--- config.mk ---
export PLATFORM = sky130hd
export DESIGN_NAME = fsr_ctrl
export DESIGN_NICKNAME = d
export VERILOG_FILES = /design/src/design/fsr_pkg.sv /design/src/design/fsr_stream_if.sv /design/src/design/fsr_ctrl.sv /design/src/design/fsr_fifo.sv
export SDC_FILE = /design/constraint.sdc
export NUM_CORES = 1
export LEC_CHECK = 0
export ABC_AREA = 1
export BUFFER_PORTS_ARGS = -buffer_cell sky130_fd_sc_hd__buf_2
export CAP_MARGIN = 25
export CORE_UTILIZATION = 45
export DETAILED_ROUTE_END_ITERATION = 10
export SLEW_MARGIN = 20
export SYNTH_ARGS = -nofsm -noshare
export SYNTH_HDL_FRONTEND = slang
export SYNTH_SLANG_ARGS = --single-unit
--- constraint.sdc ---
create_clock -name sys_clk_i -period 5.4 [get_ports sys_clk_i]
set_input_delay 1.08 -clock sys_clk_i [delete_from_list [all_inputs] [get_ports sys_clk_i]]
set_output_delay 1.08 -clock sys_clk_i [all_outputs]
set_load 0.01 [all_outputs]
--- src/design/fsr_pkg.sv ---
// Purpose: shared constants of the flash suspend/resume and
//          security-register command block
// Assumes: 40 MHz block clock
// Notes:   times are in ns, cycle counts derive from them
package fsr_pkg;

    // ---------------------------------------------------------------
    // command opcodes
    // ---------------------------------------------------------------
    localparam logic [7:0] OPC_SET_WRITE_LATCH = 8'h06;
    localparam logic [7:0] OPC_CLR_WRITE_LATCH = 8'h04;
    localparam logic [7:0] OPC_HIGH_PERF = 8'hA3;
    localparam logic [7:0] OPC_RELEASE = 8'hAB;
    localparam logic [7:0] OPC_DEEP_PD = 8'hB9;
    localparam logic [7:0] OPC_SUSPEND = 8'h75;
    localparam logic [7:0] OPC_RESUME = 8'h7A;
    localparam logic [7:0] OPC_SEC_ERASE = 8'h44;
    localparam logic [7:0] OPC_SEC_PROG = 8'h42;

    // ---------------------------------------------------------------
    // frame lengths and security-register address fields
    // ---------------------------------------------------------------
    localparam int OPC_ONLY_BYTES = 1;
    localparam int HPM_FRAME_BYTES = 4;
    localparam int ADDR_FRAME_BYTES = 4;
    localparam int SEC_SIZE_BYTES = 1024;
    localparam int SEC_OFF_W = 10;
    localparam int SEC_SEL_LSB = 12;
    localparam int SEC_SEL_MSB = 15;
    localparam int SEC_GAP_LSB = 10;
    localparam int SEC_GAP_MSB = 11;
    localparam int SEC_TOP_LSB = 16;
    localparam int SEC_TOP_MSB = 23;
    localparam int SEC_COUNT = 3;
    localparam logic [2:0] LOCK_RESET = 3'h0;

    // ---------------------------------------------------------------
    // timing
    // ---------------------------------------------------------------
    localparam int CLK_PERIOD_NS = 25;
    localparam int SECTOR_ERASE_TIME_NS = 45000000;
    localparam int PAGE_PROGRAM_TIME_NS = 600000;
    localparam int SUSPEND_TIME_NS = 20000;
    localparam int RESUME_TIME_NS = 200;
    localparam int SECTOR_ERASE_CYC = SECTOR_ERASE_TIME_NS / CLK_PERIOD_NS;
    localparam int PAGE_PROGRAM_CYC = PAGE_PROGRAM_TIME_NS / CLK_PERIOD_NS;
    localparam int SUSPEND_CYC = SUSPEND_TIME_NS / CLK_PERIOD_NS;
    localparam int RESUME_CYC = RESUME_TIME_NS / CLK_PERIOD_NS;

    // staged byte: register select, byte offset, data
    localparam int STAGE_W = 2 + SEC_OFF_W + 8;
    localparam int STAGE_DEPTH = 16;

    typedef enum logic [2:0] {
        OP_IDLE,
        OP_ARRAY,
        OP_ARRAY_SUSP,
        OP_SEC_ERASE,
        OP_SEC_PROG
    } fsr_op_e;

endpackage

--- src/design/fsr_stream_if.sv ---
// Purpose: valid/ready word stream between the block's own modules
// Assumes: one producer and one consumer on the same clock
// Notes:   word taken when valid and ready are both high
`timescale 1ns/1ps
interface fsr_stream_if #(
    parameter int W = 8
);
    logic valid;
    logic ready;
    logic [W-1:0] data;
    modport prod (output valid, output data, input ready);
    modport cons (input valid, input data, output ready);
endinterface

--- src/design/fsr_ctrl.sv ---
// Purpose: suspend/resume, high-performance mode and security-register
//          erase/program command handling of a serial flash
// Assumes: link pins asynchronous to sys_clk_i; serial clock at most
//          a quarter of sys_clk_i; array engine on sys_clk_i
// Notes:   program bytes are staged while the frame runs and only
//          committed by the pulse at a valid frame end
`timescale 1ns/1ps
module fsr_ctrl
    import fsr_pkg::*;
#(
    parameter int ERASE_CYCLES = SECTOR_ERASE_CYC,
    parameter int PROG_CYCLES = PAGE_PROGRAM_CYC,
    parameter int SUS_CYCLES = SUSPEND_CYC,
    parameter int FIFO_DEPTH = STAGE_DEPTH,
    parameter int TMR_W = 24
) (
    input wire logic sys_clk_i,
    input wire logic reset_i,
    input wire logic cs_n_i,
    input wire logic sclk_i,
    input wire logic si_i,
    input wire logic array_start_i,
    input wire logic array_done_i,
    input wire logic [2:0] secreg_lock_bits_i,
    input wire logic secreg_wr_ready_i,
    output logic secreg_wr_valid_o,
    output logic [1:0] secreg_wr_sel_o,
    output logic [SEC_OFF_W-1:0] secreg_wr_off_o,
    output logic [7:0] secreg_wr_data_o,
    output logic secreg_commit_o,
    output logic secreg_discard_o,
    output logic secreg_erase_o,
    output logic [1:0] secreg_erase_sel_o,
    output logic secreg_overflow_o,
    output logic array_pause_o,
    output logic refused_cmd_o,
    output logic high_perf_mode_o,
    output logic write_in_progress_flag_o,
    output logic write_enable_latch_o,
    output logic suspend_flags_o
);

    generate
        if (SUS_CYCLES < 1 || PROG_CYCLES < 1 || ERASE_CYCLES < 1 ||
            ERASE_CYCLES >= 2 ** TMR_W || PROG_CYCLES >= 2 ** TMR_W ||
            SUS_CYCLES >= 2 ** TMR_W) begin : g_chk
            $error("fsr_ctrl: timer counts out of range");
        end
    endgenerate

    // ---------------------------------------------------------------
    // link pin synchronisers
    // ---------------------------------------------------------------
    logic [1:0] cs_sync_q;
    logic [1:0] sclk_sync_q;
    logic [1:0] si_sync_q;
    logic cs_old_q;
    logic sclk_old_q;

    always_ff @(posedge sys_clk_i or posedge reset_i) begin
        if (reset_i) begin
            cs_sync_q <= 2'h3;
            sclk_sync_q <= 2'h0;
            si_sync_q <= 2'h0;
            cs_old_q <= 1'b1;
            sclk_old_q <= 1'b0;
        end else begin
            cs_sync_q <= {cs_sync_q[0], cs_n_i};
            sclk_sync_q <= {sclk_sync_q[0], sclk_i};
            si_sync_q <= {si_sync_q[0], si_i};
            cs_old_q <= cs_sync_q[1];
            sclk_old_q <= sclk_sync_q[1];
        end
    end

    logic cs_rise;
    logic cs_fall;
    logic sclk_rise;
    assign cs_rise = cs_sync_q[1] && !cs_old_q;
    assign cs_fall = !cs_sync_q[1] && cs_old_q;
    assign sclk_rise = sclk_sync_q[1] && !sclk_old_q && !cs_sync_q[1];

    // ---------------------------------------------------------------
    // frame decoder
    // ---------------------------------------------------------------
    logic [6:0] shift_q;
    logic [2:0] bit_cnt_q;
    logic [10:0] byte_cnt_q;
    logic [7:0] opc_q;
    logic [23:0] addr_q;
    logic [SEC_OFF_W-1:0] off_q;
    logic byte_stb;
    logic [7:0] new_byte;

    assign byte_stb = sclk_rise && (bit_cnt_q == 3'h7);
    assign new_byte = {shift_q, si_sync_q[1]};

    always_ff @(posedge sys_clk_i or posedge reset_i) begin
        if (reset_i) begin
            shift_q <= '0;
            bit_cnt_q <= '0;
            byte_cnt_q <= '0;
            opc_q <= '0;
            addr_q <= '0;
            off_q <= '0;
        end else if (cs_fall) begin
            bit_cnt_q <= '0;
            byte_cnt_q <= '0;
            opc_q <= '0;
        end else if (sclk_rise) begin
            shift_q <= new_byte[6:0];
            bit_cnt_q <= bit_cnt_q + 3'h1;
            if (byte_stb) begin
                if (byte_cnt_q != 11'h7FF) begin
                    byte_cnt_q <= byte_cnt_q + 11'h1;
                end
                if (byte_cnt_q == 11'h0) begin
                    opc_q <= new_byte;
                end else if (byte_cnt_q < 11'(ADDR_FRAME_BYTES)) begin
                    addr_q <= {addr_q[15:0], new_byte};
                    off_q <= {addr_q[1:0], new_byte};
                end else begin
                    // offset wraps inside the register
                    off_q <= off_q + 1'b1;
                end
            end
        end
    end

    // ---------------------------------------------------------------
    // address, lock and qualifier terms
    // ---------------------------------------------------------------
    logic [2:0] lock_q;
    logic [1:0] sel;
    logic addr_ok;
    logic sel_locked;
    logic frame_ok;
    logic opc_only;
    fsr_op_e op_q;
    logic wip_q;
    logic sus_q;
    logic wel_q;
    logic hpm_q;
    logic ovf_q;
    logic sec_ok;

    assign sel = addr_q[SEC_SEL_LSB+1:SEC_SEL_LSB];
    assign addr_ok = (addr_q[SEC_TOP_MSB:SEC_TOP_LSB] == 8'h00) &&
        (addr_q[SEC_GAP_MSB:SEC_GAP_LSB] == 2'h0) &&
        (addr_q[SEC_SEL_MSB:SEC_SEL_LSB] >= 4'h1) &&
        (addr_q[SEC_SEL_MSB:SEC_SEL_LSB] <= 4'(SEC_COUNT));
    assign sel_locked = lock_q[sel - 2'h1];
    // byte-aligned select rise only; a mid-byte rise aborts all
    assign frame_ok = cs_rise && (bit_cnt_q == 3'h0);
    assign opc_only = (byte_cnt_q == 11'(OPC_ONLY_BYTES));
    assign sec_ok = addr_ok && wel_q && !sel_locked &&
        !sus_q && (op_q == OP_IDLE) && !array_start_i;

    // lock bits only ever gain ones
    always_ff @(posedge sys_clk_i or posedge reset_i) begin
        if (reset_i) begin
            lock_q <= LOCK_RESET;
        end else begin
            lock_q <= lock_q | secreg_lock_bits_i;
        end
    end

    logic suspend_go;
    logic resume_go;
    logic erase_go;
    logic prog_go;
    logic sec_take;

    assign suspend_go = frame_ok && opc_only && (opc_q == OPC_SUSPEND) &&
        !sus_q && wip_q && (op_q == OP_ARRAY);
    assign resume_go = frame_ok && opc_only && (opc_q == OPC_RESUME) &&
        sus_q && !wip_q;
    assign erase_go = frame_ok && (opc_q == OPC_SEC_ERASE) && sec_ok &&
        (byte_cnt_q == 11'(ADDR_FRAME_BYTES));
    assign prog_go = frame_ok && (opc_q == OPC_SEC_PROG) && sec_ok &&
        !ovf_q && (byte_cnt_q > 11'(ADDR_FRAME_BYTES));
    assign sec_take = erase_go || prog_go;

    // ---------------------------------------------------------------
    // operation sequencer: write-in-progress and suspend flags
    // ---------------------------------------------------------------
    logic [TMR_W-1:0] tmr_q;

    always_ff @(posedge sys_clk_i or posedge reset_i) begin
        if (reset_i) begin
            op_q <= OP_IDLE;
            wip_q <= 1'b0;
            sus_q <= 1'b0;
            tmr_q <= '0;
        end else begin
            unique case (op_q)
                OP_IDLE: begin
                    if (array_start_i) begin
                        op_q <= OP_ARRAY;
                        wip_q <= 1'b1;
                    end else if (erase_go) begin
                        op_q <= OP_SEC_ERASE;
                        wip_q <= 1'b1;
                        tmr_q <= TMR_W'(ERASE_CYCLES);
                    end else if (prog_go) begin
                        op_q <= OP_SEC_PROG;
                        wip_q <= 1'b1;
                        tmr_q <= TMR_W'(PROG_CYCLES);
                    end
                end
                OP_ARRAY: begin
                    if (suspend_go) begin
                        op_q <= OP_ARRAY_SUSP;
                        sus_q <= 1'b1;
                        tmr_q <= TMR_W'(SUS_CYCLES);
                    end else if (array_done_i) begin
                        op_q <= OP_IDLE;
                        wip_q <= 1'b0;
                    end
                end
                OP_ARRAY_SUSP: begin
                    if (wip_q) begin
                        // engine winds down within the suspend time
                        tmr_q <= tmr_q - 1'b1;
                        if (tmr_q == TMR_W'(1)) begin
                            wip_q <= 1'b0;
                        end
                    end else if (resume_go) begin
                        op_q <= OP_ARRAY;
                        sus_q <= 1'b0;
                        wip_q <= 1'b1;
                    end
                end
                OP_SEC_ERASE, OP_SEC_PROG: begin
                    tmr_q <= tmr_q - 1'b1;
                    if (tmr_q == TMR_W'(1)) begin
                        op_q <= OP_IDLE;
                        wip_q <= 1'b0;
                    end
                end
            endcase
        end
    end

    // ---------------------------------------------------------------
    // write-enable latch and high-performance mode
    // ---------------------------------------------------------------
    always_ff @(posedge sys_clk_i or posedge reset_i) begin
        if (reset_i) begin
            wel_q <= 1'b0;
        end else if (sec_take) begin
            wel_q <= 1'b0;
        end else if (frame_ok && opc_only && !wip_q) begin
            if (opc_q == OPC_SET_WRITE_LATCH) begin
                wel_q <= 1'b1;
            end else if (opc_q == OPC_CLR_WRITE_LATCH) begin
                wel_q <= 1'b0;
            end
        end
    end

    always_ff @(posedge sys_clk_i or posedge reset_i) begin
        if (reset_i) begin
            hpm_q <= 1'b0;
        end else if (frame_ok && !wip_q) begin
            if (opc_q == OPC_HIGH_PERF &&
                byte_cnt_q == 11'(HPM_FRAME_BYTES)) begin
                hpm_q <= 1'b1;
            end else if (opc_only && opc_q == OPC_RELEASE) begin
                hpm_q <= 1'b0;
            end else if (opc_only && opc_q == OPC_DEEP_PD) begin
                hpm_q <= 1'b0;
            end
        end
    end

    // ---------------------------------------------------------------
    // program staging and pulses
    // ---------------------------------------------------------------
    fsr_stream_if #(.W(STAGE_W)) push_if ();
    fsr_stream_if #(.W(STAGE_W)) pop_if ();

    logic stage_byte;
    assign stage_byte = byte_stb && (opc_q == OPC_SEC_PROG) && sec_ok &&
        (byte_cnt_q >= 11'(ADDR_FRAME_BYTES)) && !ovf_q;
    assign push_if.valid = stage_byte && push_if.ready;
    assign push_if.data = {sel, off_q, new_byte};
    assign pop_if.ready = secreg_wr_ready_i;
    assign secreg_wr_valid_o = pop_if.valid;
    assign secreg_wr_sel_o = pop_if.data[STAGE_W-1 -: 2];
    assign secreg_wr_off_o = pop_if.data[8 +: SEC_OFF_W];
    assign secreg_wr_data_o = pop_if.data[7:0];

    fsr_fifo #(.W(STAGE_W), .DEPTH(FIFO_DEPTH)) u_stage (
        .sys_clk_i(sys_clk_i),
        .reset_i(reset_i),
        .in_if(push_if),
        .out_if(pop_if)
    );

    logic [7:0] blk_opc;
    logic blk_hit;
    assign blk_opc = new_byte;
    assign blk_hit = (blk_opc == 8'h01) || (blk_opc == 8'h31) ||
        (blk_opc == 8'h11) || (blk_opc == 8'h20) || (blk_opc == 8'h52) ||
        (blk_opc == 8'hD8) || (blk_opc == 8'hC7) || (blk_opc == 8'h60) ||
        (blk_opc == 8'h02) || (blk_opc == 8'h32) ||
        (blk_opc == OPC_SEC_ERASE) || (blk_opc == OPC_SEC_PROG);

    // stage full cannot stall the host, so the frame is spoilt instead
    always_ff @(posedge sys_clk_i or posedge reset_i) begin
        if (reset_i) begin
            ovf_q <= 1'b0;
            secreg_commit_o <= 1'b0;
            secreg_discard_o <= 1'b0;
            secreg_erase_o <= 1'b0;
            secreg_erase_sel_o <= 2'h0;
            refused_cmd_o <= 1'b0;
        end else begin
            if (cs_fall) begin
                ovf_q <= 1'b0;
            end else if (stage_byte && !push_if.ready) begin
                ovf_q <= 1'b1;
            end
            secreg_commit_o <= prog_go;
            secreg_discard_o <= cs_rise && !prog_go &&
                (opc_q == OPC_SEC_PROG);
            secreg_erase_o <= erase_go;
            if (erase_go) begin
                secreg_erase_sel_o <= sel;
            end
            refused_cmd_o <= byte_stb && (byte_cnt_q == 11'h0) &&
                sus_q && blk_hit;
        end
    end

    assign secreg_overflow_o = ovf_q;
    assign array_pause_o = sus_q;
    assign high_perf_mode_o = hpm_q;
    assign write_in_progress_flag_o = wip_q;
    assign write_enable_latch_o = wel_q;
    assign suspend_flags_o = sus_q;

    // ---------------------------------------------------------------
    // assertions
    // ---------------------------------------------------------------
    // busy is sampled one edge after the counter drops it
    localparam int SUS_LIM = SUS_CYCLES + 1;
    localparam int RES_LIM = RESUME_CYC;
endmodule

--- src/design/fsr_fifo.sv ---
// Purpose: flip-flop FIFO for staged security-register bytes
// Assumes: depth a power of two, at least 2
// Notes:   full and empty come straight from the pointers
`timescale 1ns/1ps
module fsr_fifo #(
    parameter int W = 8,
    parameter int DEPTH = 16
) (
    input wire logic sys_clk_i,
    input wire logic reset_i,
    fsr_stream_if.cons in_if,
    fsr_stream_if.prod out_if
);
    localparam int AW = $clog2(DEPTH);

    generate
        if (DEPTH < 2 || (DEPTH & (DEPTH - 1)) != 0) begin : g_chk
            $error("fsr_fifo: DEPTH must be a power of two >= 2");
        end
    endgenerate

    logic [W-1:0] mem_q [DEPTH];
    logic [AW:0] wr_q;
    logic [AW:0] rd_q;
    logic push;
    logic pop;
    logic full;
    logic empty;

    assign full = (wr_q[AW] != rd_q[AW]) && (wr_q[AW-1:0] == rd_q[AW-1:0]);
    assign empty = (wr_q == rd_q);
    assign in_if.ready = !full;
    assign out_if.valid = !empty;
    assign out_if.data = mem_q[rd_q[AW-1:0]];
    assign push = in_if.valid && !full;
    assign pop = out_if.ready && !empty;

    always_ff @(posedge sys_clk_i or posedge reset_i) begin
        if (reset_i) begin
            wr_q <= '0;
            rd_q <= '0;
        end else begin
            if (push) begin
                wr_q <= wr_q + 1'b1;
            end
            if (pop) begin
                rd_q <= rd_q + 1'b1;
            end
        end
    end

    // storage needs no reset; empty hides stale words
    always_ff @(posedge sys_clk_i) begin
        if (push) begin
            mem_q[wr_q[AW-1:0]] <= in_if.data;
        end
    end

endmodule

==> qor.yml, run 1 <==
synthesis:
  synthesis.instances: 1698
  synth_top_area_cell: "edfxtp_1"
  synth_ff_type: "edfxtp_1"
  async_flop_share_pct: 27.60
  ys_seq_elements: 442
  ys_types: 43
  synth.most_common_cell: "edfxtp_1"
  ys_seq_area_share_pct: 66.81
  synth_enable_flop_cells: 320
  synth_nets: 1725
  avgSynthCellArea_um2: 11.17
  yosys.area.top_type_share_pct: 50.69
  ys_top_cells_by_count: "edfxtp_1 (320), nor2_1 (293), nand2_1 (268), o21ai_0 (140), dfrtp_1 (119)"
  synth_area_mm2: 0.01896
  synthTopCellsByArea: "edfxtp_1 (51%), dfrtp_1 (16%), nor2_1 (5.8%), nand2_1 (5.3%), o21ai_0 (3.7%)"
  ys_warn_count: 0
clocking:
  clockRootBuffer: "clkbuf_16"
  clockBufferDepth: 3
  clkSinkCount: 442
  cts_setup_buffers: 0
  ctsResizeCount: 0
  cts_buffers: 46
  htree_levels: 2
  insertion_delay_ns: 0.58
  cts_tree: "done"
  postCtsHoldBufs: 0
  clk_pin_slew_ns: 0.06
timing:
  setup_tns_ns: 0
  slew_viol_final: 0
  setup_violations: 0
  max_freq_mhz: 234.3
  skew_ns: 0.01698
  post-route-period-util_pct: 79.05
  period_minus_slack_ns: 4.269
  worst_pin_slew_ns: 1.058
  hold_viol: 0
  maxSlewHeadroom_pct: 29.39
  rsz0062_at_grt: "no"
routing:
  final_antenna_net_count: 0
  drt_first_pass_iters: 8
  vias: 12890
  routedWlPerCell_um: 19.88
  viasPerCell: 5.574
  drtIter0Drc: 1116
  drc: 0
  totalWireLength_um: 45950
critical_path:
  r2r-end: "u_stage.mem_q[0][9]"
  path_max_fanout: 66
  critical_path_class: "flip-flop to output pin"
  r2r_slack_ns: 1.86
  cp.required_ns: 4.32
  crit_end: "secreg_wr_off_o[1]"
  worst_r2r_startpoint: "addr_q[13]"
  startpoint: "u_stage.rd_q[0]"
  cp-end-kind: "output pin"
  reg2regPathDepth: 11
  crit_arrival_ns: 3.19
  start_kind: "flip-flop"
finish:
  fill_cells: 3662
  antenna_cells: 0
  nets: 1774
  layout.cells.non_filler: 2312
  area_delta_synth_final_pct: 12.22
  drive_above_1_share_pct: 11.69
floorplan:
  coreArea_mm2: 0.04120
  die-area_mm2: 0.04295
  core.rowCount: 74
  die_y_um: 207.3
  start_util_pct: 46.01
  pin_count: 44
  die-width_um: 207.3
pwr:
  p_int_uw: 6154
  seqPwrFrac_pct: 43.8
  pwr-share-clk_pct: 34.6
  p_sw_share_pct: 31.86
  p_per_area_mw_per_mm2: 424.5
  p_comb_share_pct: 21.6
  power.leakage_uw: 0.008083
  switchingPower_uw: 2877
  peakVddDrop_v: 0.0002569
global_route:
  antenna_found_initial: 1
  grt_pass1_wl_um: 71880
  grt-ovfl-total: 0
  grt_max_degree: 92
  grt_pass1_vias: 12400
  gr-usage-all-layers_pct: 21.76
placed_design:
  gp_congestion: 0.8232
  dpl.hpwl_um: 27980
  port_buffers: 43
  dp_cells: 2231
worst_hold_path:
  min-delay-path-class: "flip-flop to flip-flop"
  hold_depth: 0
run:
  drv_cap: 0
run_status:
  outcome: "finished clean"
## sequential cells by signal, indices dropped and copies added, names as in the netlist, 2 cells and up
register	count
u_stage.rd_q	5
opc_q	8
secreg_erase_sel_o	2
byte_cnt_q	11
off_q	10
cs_sync_q	2
u_stage.mem_q	320
addr_q	24
sclk_sync_q	2
u_stage.wr_q	5
si_sync_q	2
op_q	3
shift_q	7
tmr_q	24
lock_q	3
bit_cnt_q	3
## cells by family after synthesis
group / share of synthesized area [%]
AO/OA/AOI/OAI: 9.392
XOR/XNOR: 1.201
adder cells (fa/ha/maj): 1.056
buffers and inverters: 3.999
flip-flops: 66.81
multiplexers: 1.795
AND/OR/NAND/NOR: 15.75
## power groups by stage
stage,clock (uW),sequential [uW],combinational [uW]
after floorplan,0,3800,1430
after global placement,0,4020,1950
after detailed placement,0,4030,1970
after CTS,3190,3960,1970
after global routing,3320,3980,2140
final,3120,3960,1950
## cells in the final DEF (no fill, tap or decap), types with 23 or more instances in the layout
cell type	n
buf_2	43
nand2_1	268
o32ai_1	46
inv_1	107
edfxtp_1	320
clkbuf_16	47
o21ai_0	140
buf_4	30
nor2_1	277
dfrtp_1	117
o221ai_1	35
nand3_1	87
xor2_1	23
mux2i_1	34
nor2_2	24
## layout make-up
cell class	count	area (um^2)	area share, %
clock buffer	59	1231	5.787
clock inverter	22	242.7	1.141
inverter	116	447.9	2.105
multi-input combinational	1068	5574	26.20
sequential	442	12670	59.57
tap	532	665.6	3.129
timing repair buffer	73	440.4	2.070
## critical path, cell delays in order, from the launching register on
cell and delay (ns):
dfrtp_4 0.86, buf_4 0.72, mux2i_1 0.29, o221ai_1 0.17, nand3_1 0.15, nand3_1 0.17, buf_2 0.21
## metal layers
| layer | track usage, % | routed length [um] | vias to the layer above |
|---|---|---|---|
| li1 | - | - | 6064 |
| met1 | 31.01 | 20570 | 6351 |
| met2 | 34.67 | 21410 | 395 |
| met3 | 3.041 | 2821 | 77 |
| met4 | 6.819 | 1153 | 0 |
| met5 | 0 | 0 | - |
## metrics by stage
stage          setup slack, ns  utilization [%]  hold slack (ns)  area, um^2  total power [uW]
2_1_floorplan            1.082                -           0.3312       18960              5230
3_3_place_gp             1.788            48.06           0.3326       19800              5973
3_5_place_dp             1.732            48.06           0.3379       19800              5995
4_1_cts                  1.110            51.64           0.3524       21280              9125
5_1_grt                 0.9299            51.64           0.3609       21280              9446
6_report                 1.131            51.64           0.3497       21280              9031
## worst min-delay path by stage
stage	slack, ns	startpoint	end
after floorplan	0.33	sclk_sync_q[0]	sclk_sync_q[1]
after global placement	0.33	si_sync_q[0]	si_sync_q[1]
after detailed placement	0.34	sclk_sync_q[0]	sclk_sync_q[1]
after CTS	0.35	sclk_sync_q[0]	sclk_sync_q[1]
after global routing	0.36	sclk_sync_q[0]	sclk_sync_q[1]
final	0.35	si_sync_q[0]	si_sync_q[1]
(Power assumes the default switching activity.)
==> inputs of run 2 (changes only) <==
==> constraint.sdc (replaced) <==
create_clock -name sys_clk_i -period 4.35 [get_ports sys_clk_i]
set_input_delay 0.87 -clock sys_clk_i [delete_from_list [all_inputs] [get_ports sys_clk_i]]
set_output_delay 0.87 -clock sys_clk_i [all_outputs]
set_load 0.01 [all_outputs]
==> qor.yml, run 2 (same netlist as run 1, synthesis figures left out) <==
clocking:
  clockBufferDepth: 3
  ctsResizeCount: 0
  insertion_delay_ns: 0.56
  clockRootBuffer: "clkbuf_16"
  cts_tree: "done"
  postCtsHoldBufs: 0
  cts_buffers: 46
  htree_levels: 2
  cts_setup_buffers: 0
  clkSinkCount: 442
  clk_pin_slew_ns: 0.06
routing:
  vias: 12760
  totalWireLength_um: 44920
  routedWlPerCell_um: 19.36
  drc: 0
  final_antenna_net_count: 0
  drt_first_pass_iters: 5
  drtIter0Drc: 968
  viasPerCell: 5.498
floorplan:
  die_y_um: 207.3
  core.rowCount: 74
  coreArea_mm2: 0.04120
  die-area_mm2: 0.04295
  die-width_um: 207.3
  pin_count: 44
  start_util_pct: 46.01
critical_path:
  worst_r2r_startpoint: "addr_q[12]"
  start_kind: "flip-flop"
  crit_arrival_ns: 2.92
  reg2regPathDepth: 11
  path_max_fanout: 53
  r2r_slack_ns: 0.94
  cp-end-kind: "output pin"
  critical_path_class: "flip-flop to output pin"
  cp.required_ns: 3.48
  r2r-end: "u_stage.mem_q[2][6]"
timing:
  finalWorstSetupSlack_ns: 0.5595
  post-route-period-util_pct: 87.14
  skew_ns: 0.01881
  max_freq_mhz: 263.8
  setup_tns_ns: 0
  slew_viol_final: 0
  worst_pin_slew_ns: 0.9716
  setup_violations: 0
  hold_viol: 0
  period_minus_slack_ns: 3.791
  maxSlewHeadroom_pct: 35.23
  rsz0062_at_grt: "no"
finish:
  drive_above_1_share_pct: 12.19
  final_cell_mix: "edfxtp_1 (320), nor2_1 (277), nand2_1 (268)"
  final_common_cell: "edfxtp_1"
  largest_register_ffs: 320
  nets: 1777
  area_delta_synth_final_pct: 13.48
  antenna_cells: 0
worst_hold_path:
  min-delay-path-class: "input pin to async pin"
placed_design:
  gp_congestion: 0.8593
  preCtsSetupSlack_ns: 0.9000
  dpl.hpwl_um: 28790
  port_buffers: 43
global_route:
  grt_max_degree: 141
  gr-usage-all-layers_pct: 21.23
  antenna_found_initial: 0
  grt-ovfl-total: 0
  grt_pass1_wl_um: 70890
  grt_pass1_vias: 12230
pwr:
  power.leakage_uw: 0.008275
  p_sw_share_pct: 30.79
  seqPwrFrac_pct: 41.9
  pwr-share-clk_pct: 36.0
  p_comb_share_pct: 22.1
  p_per_area_mw_per_mm2: 534.7
  p_int_uw: 7960
  peakVddDrop_v: 0.0002729
  switchingPower_uw: 3542
  power_uw: 11500
run:
  drv_cap: 0
run_status:
  outcome: "finished clean"
## run 2: final cells by class
| class | count | area, um^2 |
|---|---|---|
| Clock buffer | 52 | 1237 |
| Clock inverter | 34 | 369.1 |
| Fill cell | 3578 | 19690 |
| Inverter | 116 | 447.9 |
| Multi-Input combinational cell | 1068 | 5574 |
| Sequential cell | 442 | 12670 |
| Tap cell | 532 | 665.6 |
| Timing Repair Buffer | 76 | 545.5 |
## run 2: worst max path at each step
| stage | endpoint | cells after the start | from | slack (ns) |
|---|---|---|---|---|
| 2_1_floorplan | addr_q[0] | 1 | reset_i | 0.24 |
| 3_3_place_gp | u_stage.mem_q[2][4] | 11 | addr_q[12] | 1.01 |
| 3_5_place_dp | u_stage.mem_q[4][2] | 11 | addr_q[12] | 0.90 |
| 4_1_cts | secreg_wr_data_o[3] | 7 | u_stage.rd_q[0] | 0.53 |
| 5_1_grt | secreg_wr_data_o[3] | 7 | u_stage.rd_q[0] | 0.36 |
| 6_report | secreg_wr_data_o[3] | 7 | u_stage.rd_q[0] | 0.56 |
## run 2: routing by layer
metal  GRT usage (%)  routed length, um  vias up
li1                -                  -     6072
met5               0                  0        -
met2           32.00              20010      394
met3           3.177               2774       67
met1           31.82              21140     6223
met4           6.356                986        0
## run 2: worst max-delay path, stage by stage, from the launching register on
cell and delay (ns):
dfrtp_4 0.63, inv_4 0.51, buf_12 0.30, nor2_1 0.08, o32ai_1 0.36, o211ai_1 0.16
nand3_1 0.11, buf_2 0.14
## run 2: power by group through the flow
stage,clock [uW],combinational [uW],sequential [uW]
3_5_place_dp,0,2550,4910
6_report,4140,2540,4820
3_3_place_gp,0,2540,4900
4_1_cts,4230,2570,4820
2_1_floorplan,0,1790,4720
5_1_grt,4380,2790,4840
## run 2: per-stage QoR
step           instance area (um^2)  util [%]  cells  hold WS (ns)
2_1_floorplan                 18960         -   1698        0.3312
3_3_place_gp                  19880     48.25   2233        0.3345
3_5_place_dp                  19910     48.31   2234        0.3355
4_1_cts                       21510     52.21   2320        0.2962
5_1_grt                       21510     52.21   2320        0.3216
6_report                      21510     52.21   2320        0.3157
==> inputs of run 3 (changes only) <==
--- a/config.mk
+++ b/config.mk
@@ -5,10 +5,12 @@
 export SDC_FILE = /design/constraint.sdc
 export NUM_CORES = 1
 export LEC_CHECK = 0
-export ABC_AREA = 1
+export ABC_AREA = 0
 export BUFFER_PORTS_ARGS = -buffer_cell sky130_fd_sc_hd__buf_2
 export CAP_MARGIN = 25
 export CORE_UTILIZATION = 45
+export CTS_CLUSTER_DIAMETER = 100
+export CTS_CLUSTER_SIZE = 10
 export DETAILED_ROUTE_END_ITERATION = 10
 export SLEW_MARGIN = 20
 export SYNTH_ARGS = -nofsm -noshare
==> qor.yml, run 3 <==
timing:
  skew_ns: 0.02429
  slew_viol_final: 0
  period_minus_slack_ns: 3.728
  setup_tns_ns: 0
  whs_ns: 0.3492
  rsz0062_at_grt: "no"
  maxSlewHeadroom_pct: 27.72
  post-route-period-util_pct: 85.71
  finalWorstSetupSlack_ns: 0.6215
  setup_violations: 0
  max_freq_mhz: 268.2
  worst_pin_slew_ns: 1.084
  hold_viol: 0
clocking:
  clockRootBuffer: "clkbuf_16"
  htree_levels: 2
  cts_setup_buffers: 0
  ctsResizeCount: 0
  clk_pin_slew_ns: 0.06
  cts_buffers: 50
  clockBufferDepth: 3
  insertion_delay_ns: 0.59
  cts_tree: "done"
  postCtsHoldBufs: 0
  clkSinkCount: 442
synthesis:
  synth_adder_area_share_pct: 1.077
  ys_seq_elements: 442
  synth_enable_flop_cells: 320
  async_flop_share_pct: 27.60
  synth_top_family_by_area: "multiplexers"
  ys_warn_count: 0
  yosys.area.top_type_share_pct: 51.71
  synth_nets: 1151
  ys_types: 72
  synth.most_common_cell: "edfxtp_1"
  synth-simple-area-share_pct: 8.046
  synth_area_mm2: 0.01858
  synthesis.instances: 1124
  synth_ff_type: "edfxtp_1"
  synth.area.mux_share_pct: 13.92
  ys_seq_area_share_pct: 68.16
  synth_top_area_cell: "edfxtp_1"
  synthXorXnorAreaFrac_pct: 0.9426
  ys_top_cells_by_count: "edfxtp_1 (320), dfrtp_1 (119), mux4_2 (100), nor2_1 (46), clkbuf_1 (41)"
  avgSynthCellArea_um2: 16.53
  synthTopCellsByArea: "edfxtp_1 (52%), dfrtp_1 (16%), mux4_2 (12%), mux2_2 (1.7%), ha_1 (1.1%)"
  synth-compound-area-share_pct: 5.932
finish:
  seqCellArea_mm2: 0.01267
  drive_above_1_share_pct: 24.18
  area_delta_synth_final_pct: 12.90
  fill_cells: 3370
  antenna_cells: 0
  final_common_cell: "edfxtp_1"
  nets: 1220
  final_cell_mix: "edfxtp_1 (320), dfrtp_1 (116), mux4_2 (100)"
  largest_register_ffs: 320
  multi_input_area_mm2: 0.005588
floorplan:
  die-area_mm2: 0.04211
  coreArea_mm2: 0.04074
  pin_count: 44
  core.rowCount: 74
  die_y_um: 205.2
  start_util_pct: 45.61
  die-width_um: 205.2
global_route:
  grt-ovfl-total: 0
  gr-usage-all-layers_pct: 19.90
  grt_max_degree: 71
  grt_pass1_wl_um: 62130
  grt_pass1_vias: 10310
  antenna_found_initial: 0
run:
  drv_cap: 0
placed_design:
  gp_congestion: 0.8242
  preCtsSetupSlack_ns: 0.8315
  dpl.hpwl_um: 25570
  port_buffers: 43
routing:
  totalWireLength_um: 40330
  viasPerCell: 5.838
  vias: 10230
  routedWlPerCell_um: 23.02
  final_antenna_net_count: 0
  drc: 0
  drt_first_pass_iters: 5
  drtIter0Drc: 874
critical_path:
  critical_path_class: "flip-flop to output pin"
  path_max_fanout: 36
  start_kind: "flip-flop"
  crit_arrival_ns: 2.86
  cp.required_ns: 3.48
  cp-end-kind: "output pin"
pwr:
  power.leakage_uw: 0.007667
  p_per_area_mw_per_mm2: 517.9
  power_uw: 10870
  peakVddDrop_v: 0.0003532
run_status:
  outcome: "finished clean"
worst_hold_path:
  min-delay-path-class: "flip-flop to flip-flop"
==> run 3: final timing paths <==
check	start	end	slack (ns)	depth (start not counted)
max	u_stage.rd_q[1]	secreg_wr_off_o[0]	0.62	4
min	si_sync_q[0]	si_sync_q[1]	0.35	0
max reg2reg	op_q[0]	u_stage.mem_q[15][19]	1.13	6
min reg2reg	si_sync_q[0]	si_sync_q[1]	0.35	0
max in group asynchronous	reset_i	tmr_q[16]	3.10	3
min in group asynchronous	reset_i	addr_q[2]	0.40	2
==> run 3: worst max-delay path, stage by stage, from the launching register on <==
cell     delay, ns
dfrtp_4       0.80
buf_4         0.40
mux4_2        0.38
mux4_2        0.50
buf_2         0.16
==> run 3: metal layers <==
layer,track usage (%),up-vias,part of all wire [%]
li1,-,4610,-
met1,28.48,5280,45
met2,31.23,289,48
met3,3.247,50,5.5
met4,6.455,0,2.1
met5,0,-,0
==> run 3: cell families (layout without fill, tap and decap cells) <==
logic type | Yosys count | after routing
flops | 442 | 442
simple gates | 265 | 265
compound gates | 165 | 165
mux | 130 | 130
buf+inv | 86 | 182
xor+xnor | 20 | 20
fa+ha+maj | 16 | 16
==> run 3: final cells by class <==
class,count,share of cell area (%)
clock inverter,4,0.3042
sequential,442,60.41
clock buffer,75,6.411
inverter,24,0.4413
tap,532,3.173
multi-input combinational,596,26.63
timing repair buffer,79,2.624
==> run 3: metrics by stage <==
step / util, % / instances / area [um^2]
floorplan: - / 1124 / 18580
global placement: 47.94 / 1670 / 19530
detailed placement: 47.99 / 1671 / 19550
CTS: 51.44 / 1750 / 20960
global route: 51.50 / 1752 / 20980
finish: 51.50 / 1752 / 20980
==> run 3: report_power, final <==
group	total [uW]	internal, uW	leakage [uW]	switching [uW]
clock network	3710	2120	0.000673	1590
logic	2130	983	0.00224	1140
registers	5030	4690	0.00475	337
total	10900	7790	0.00767	3070
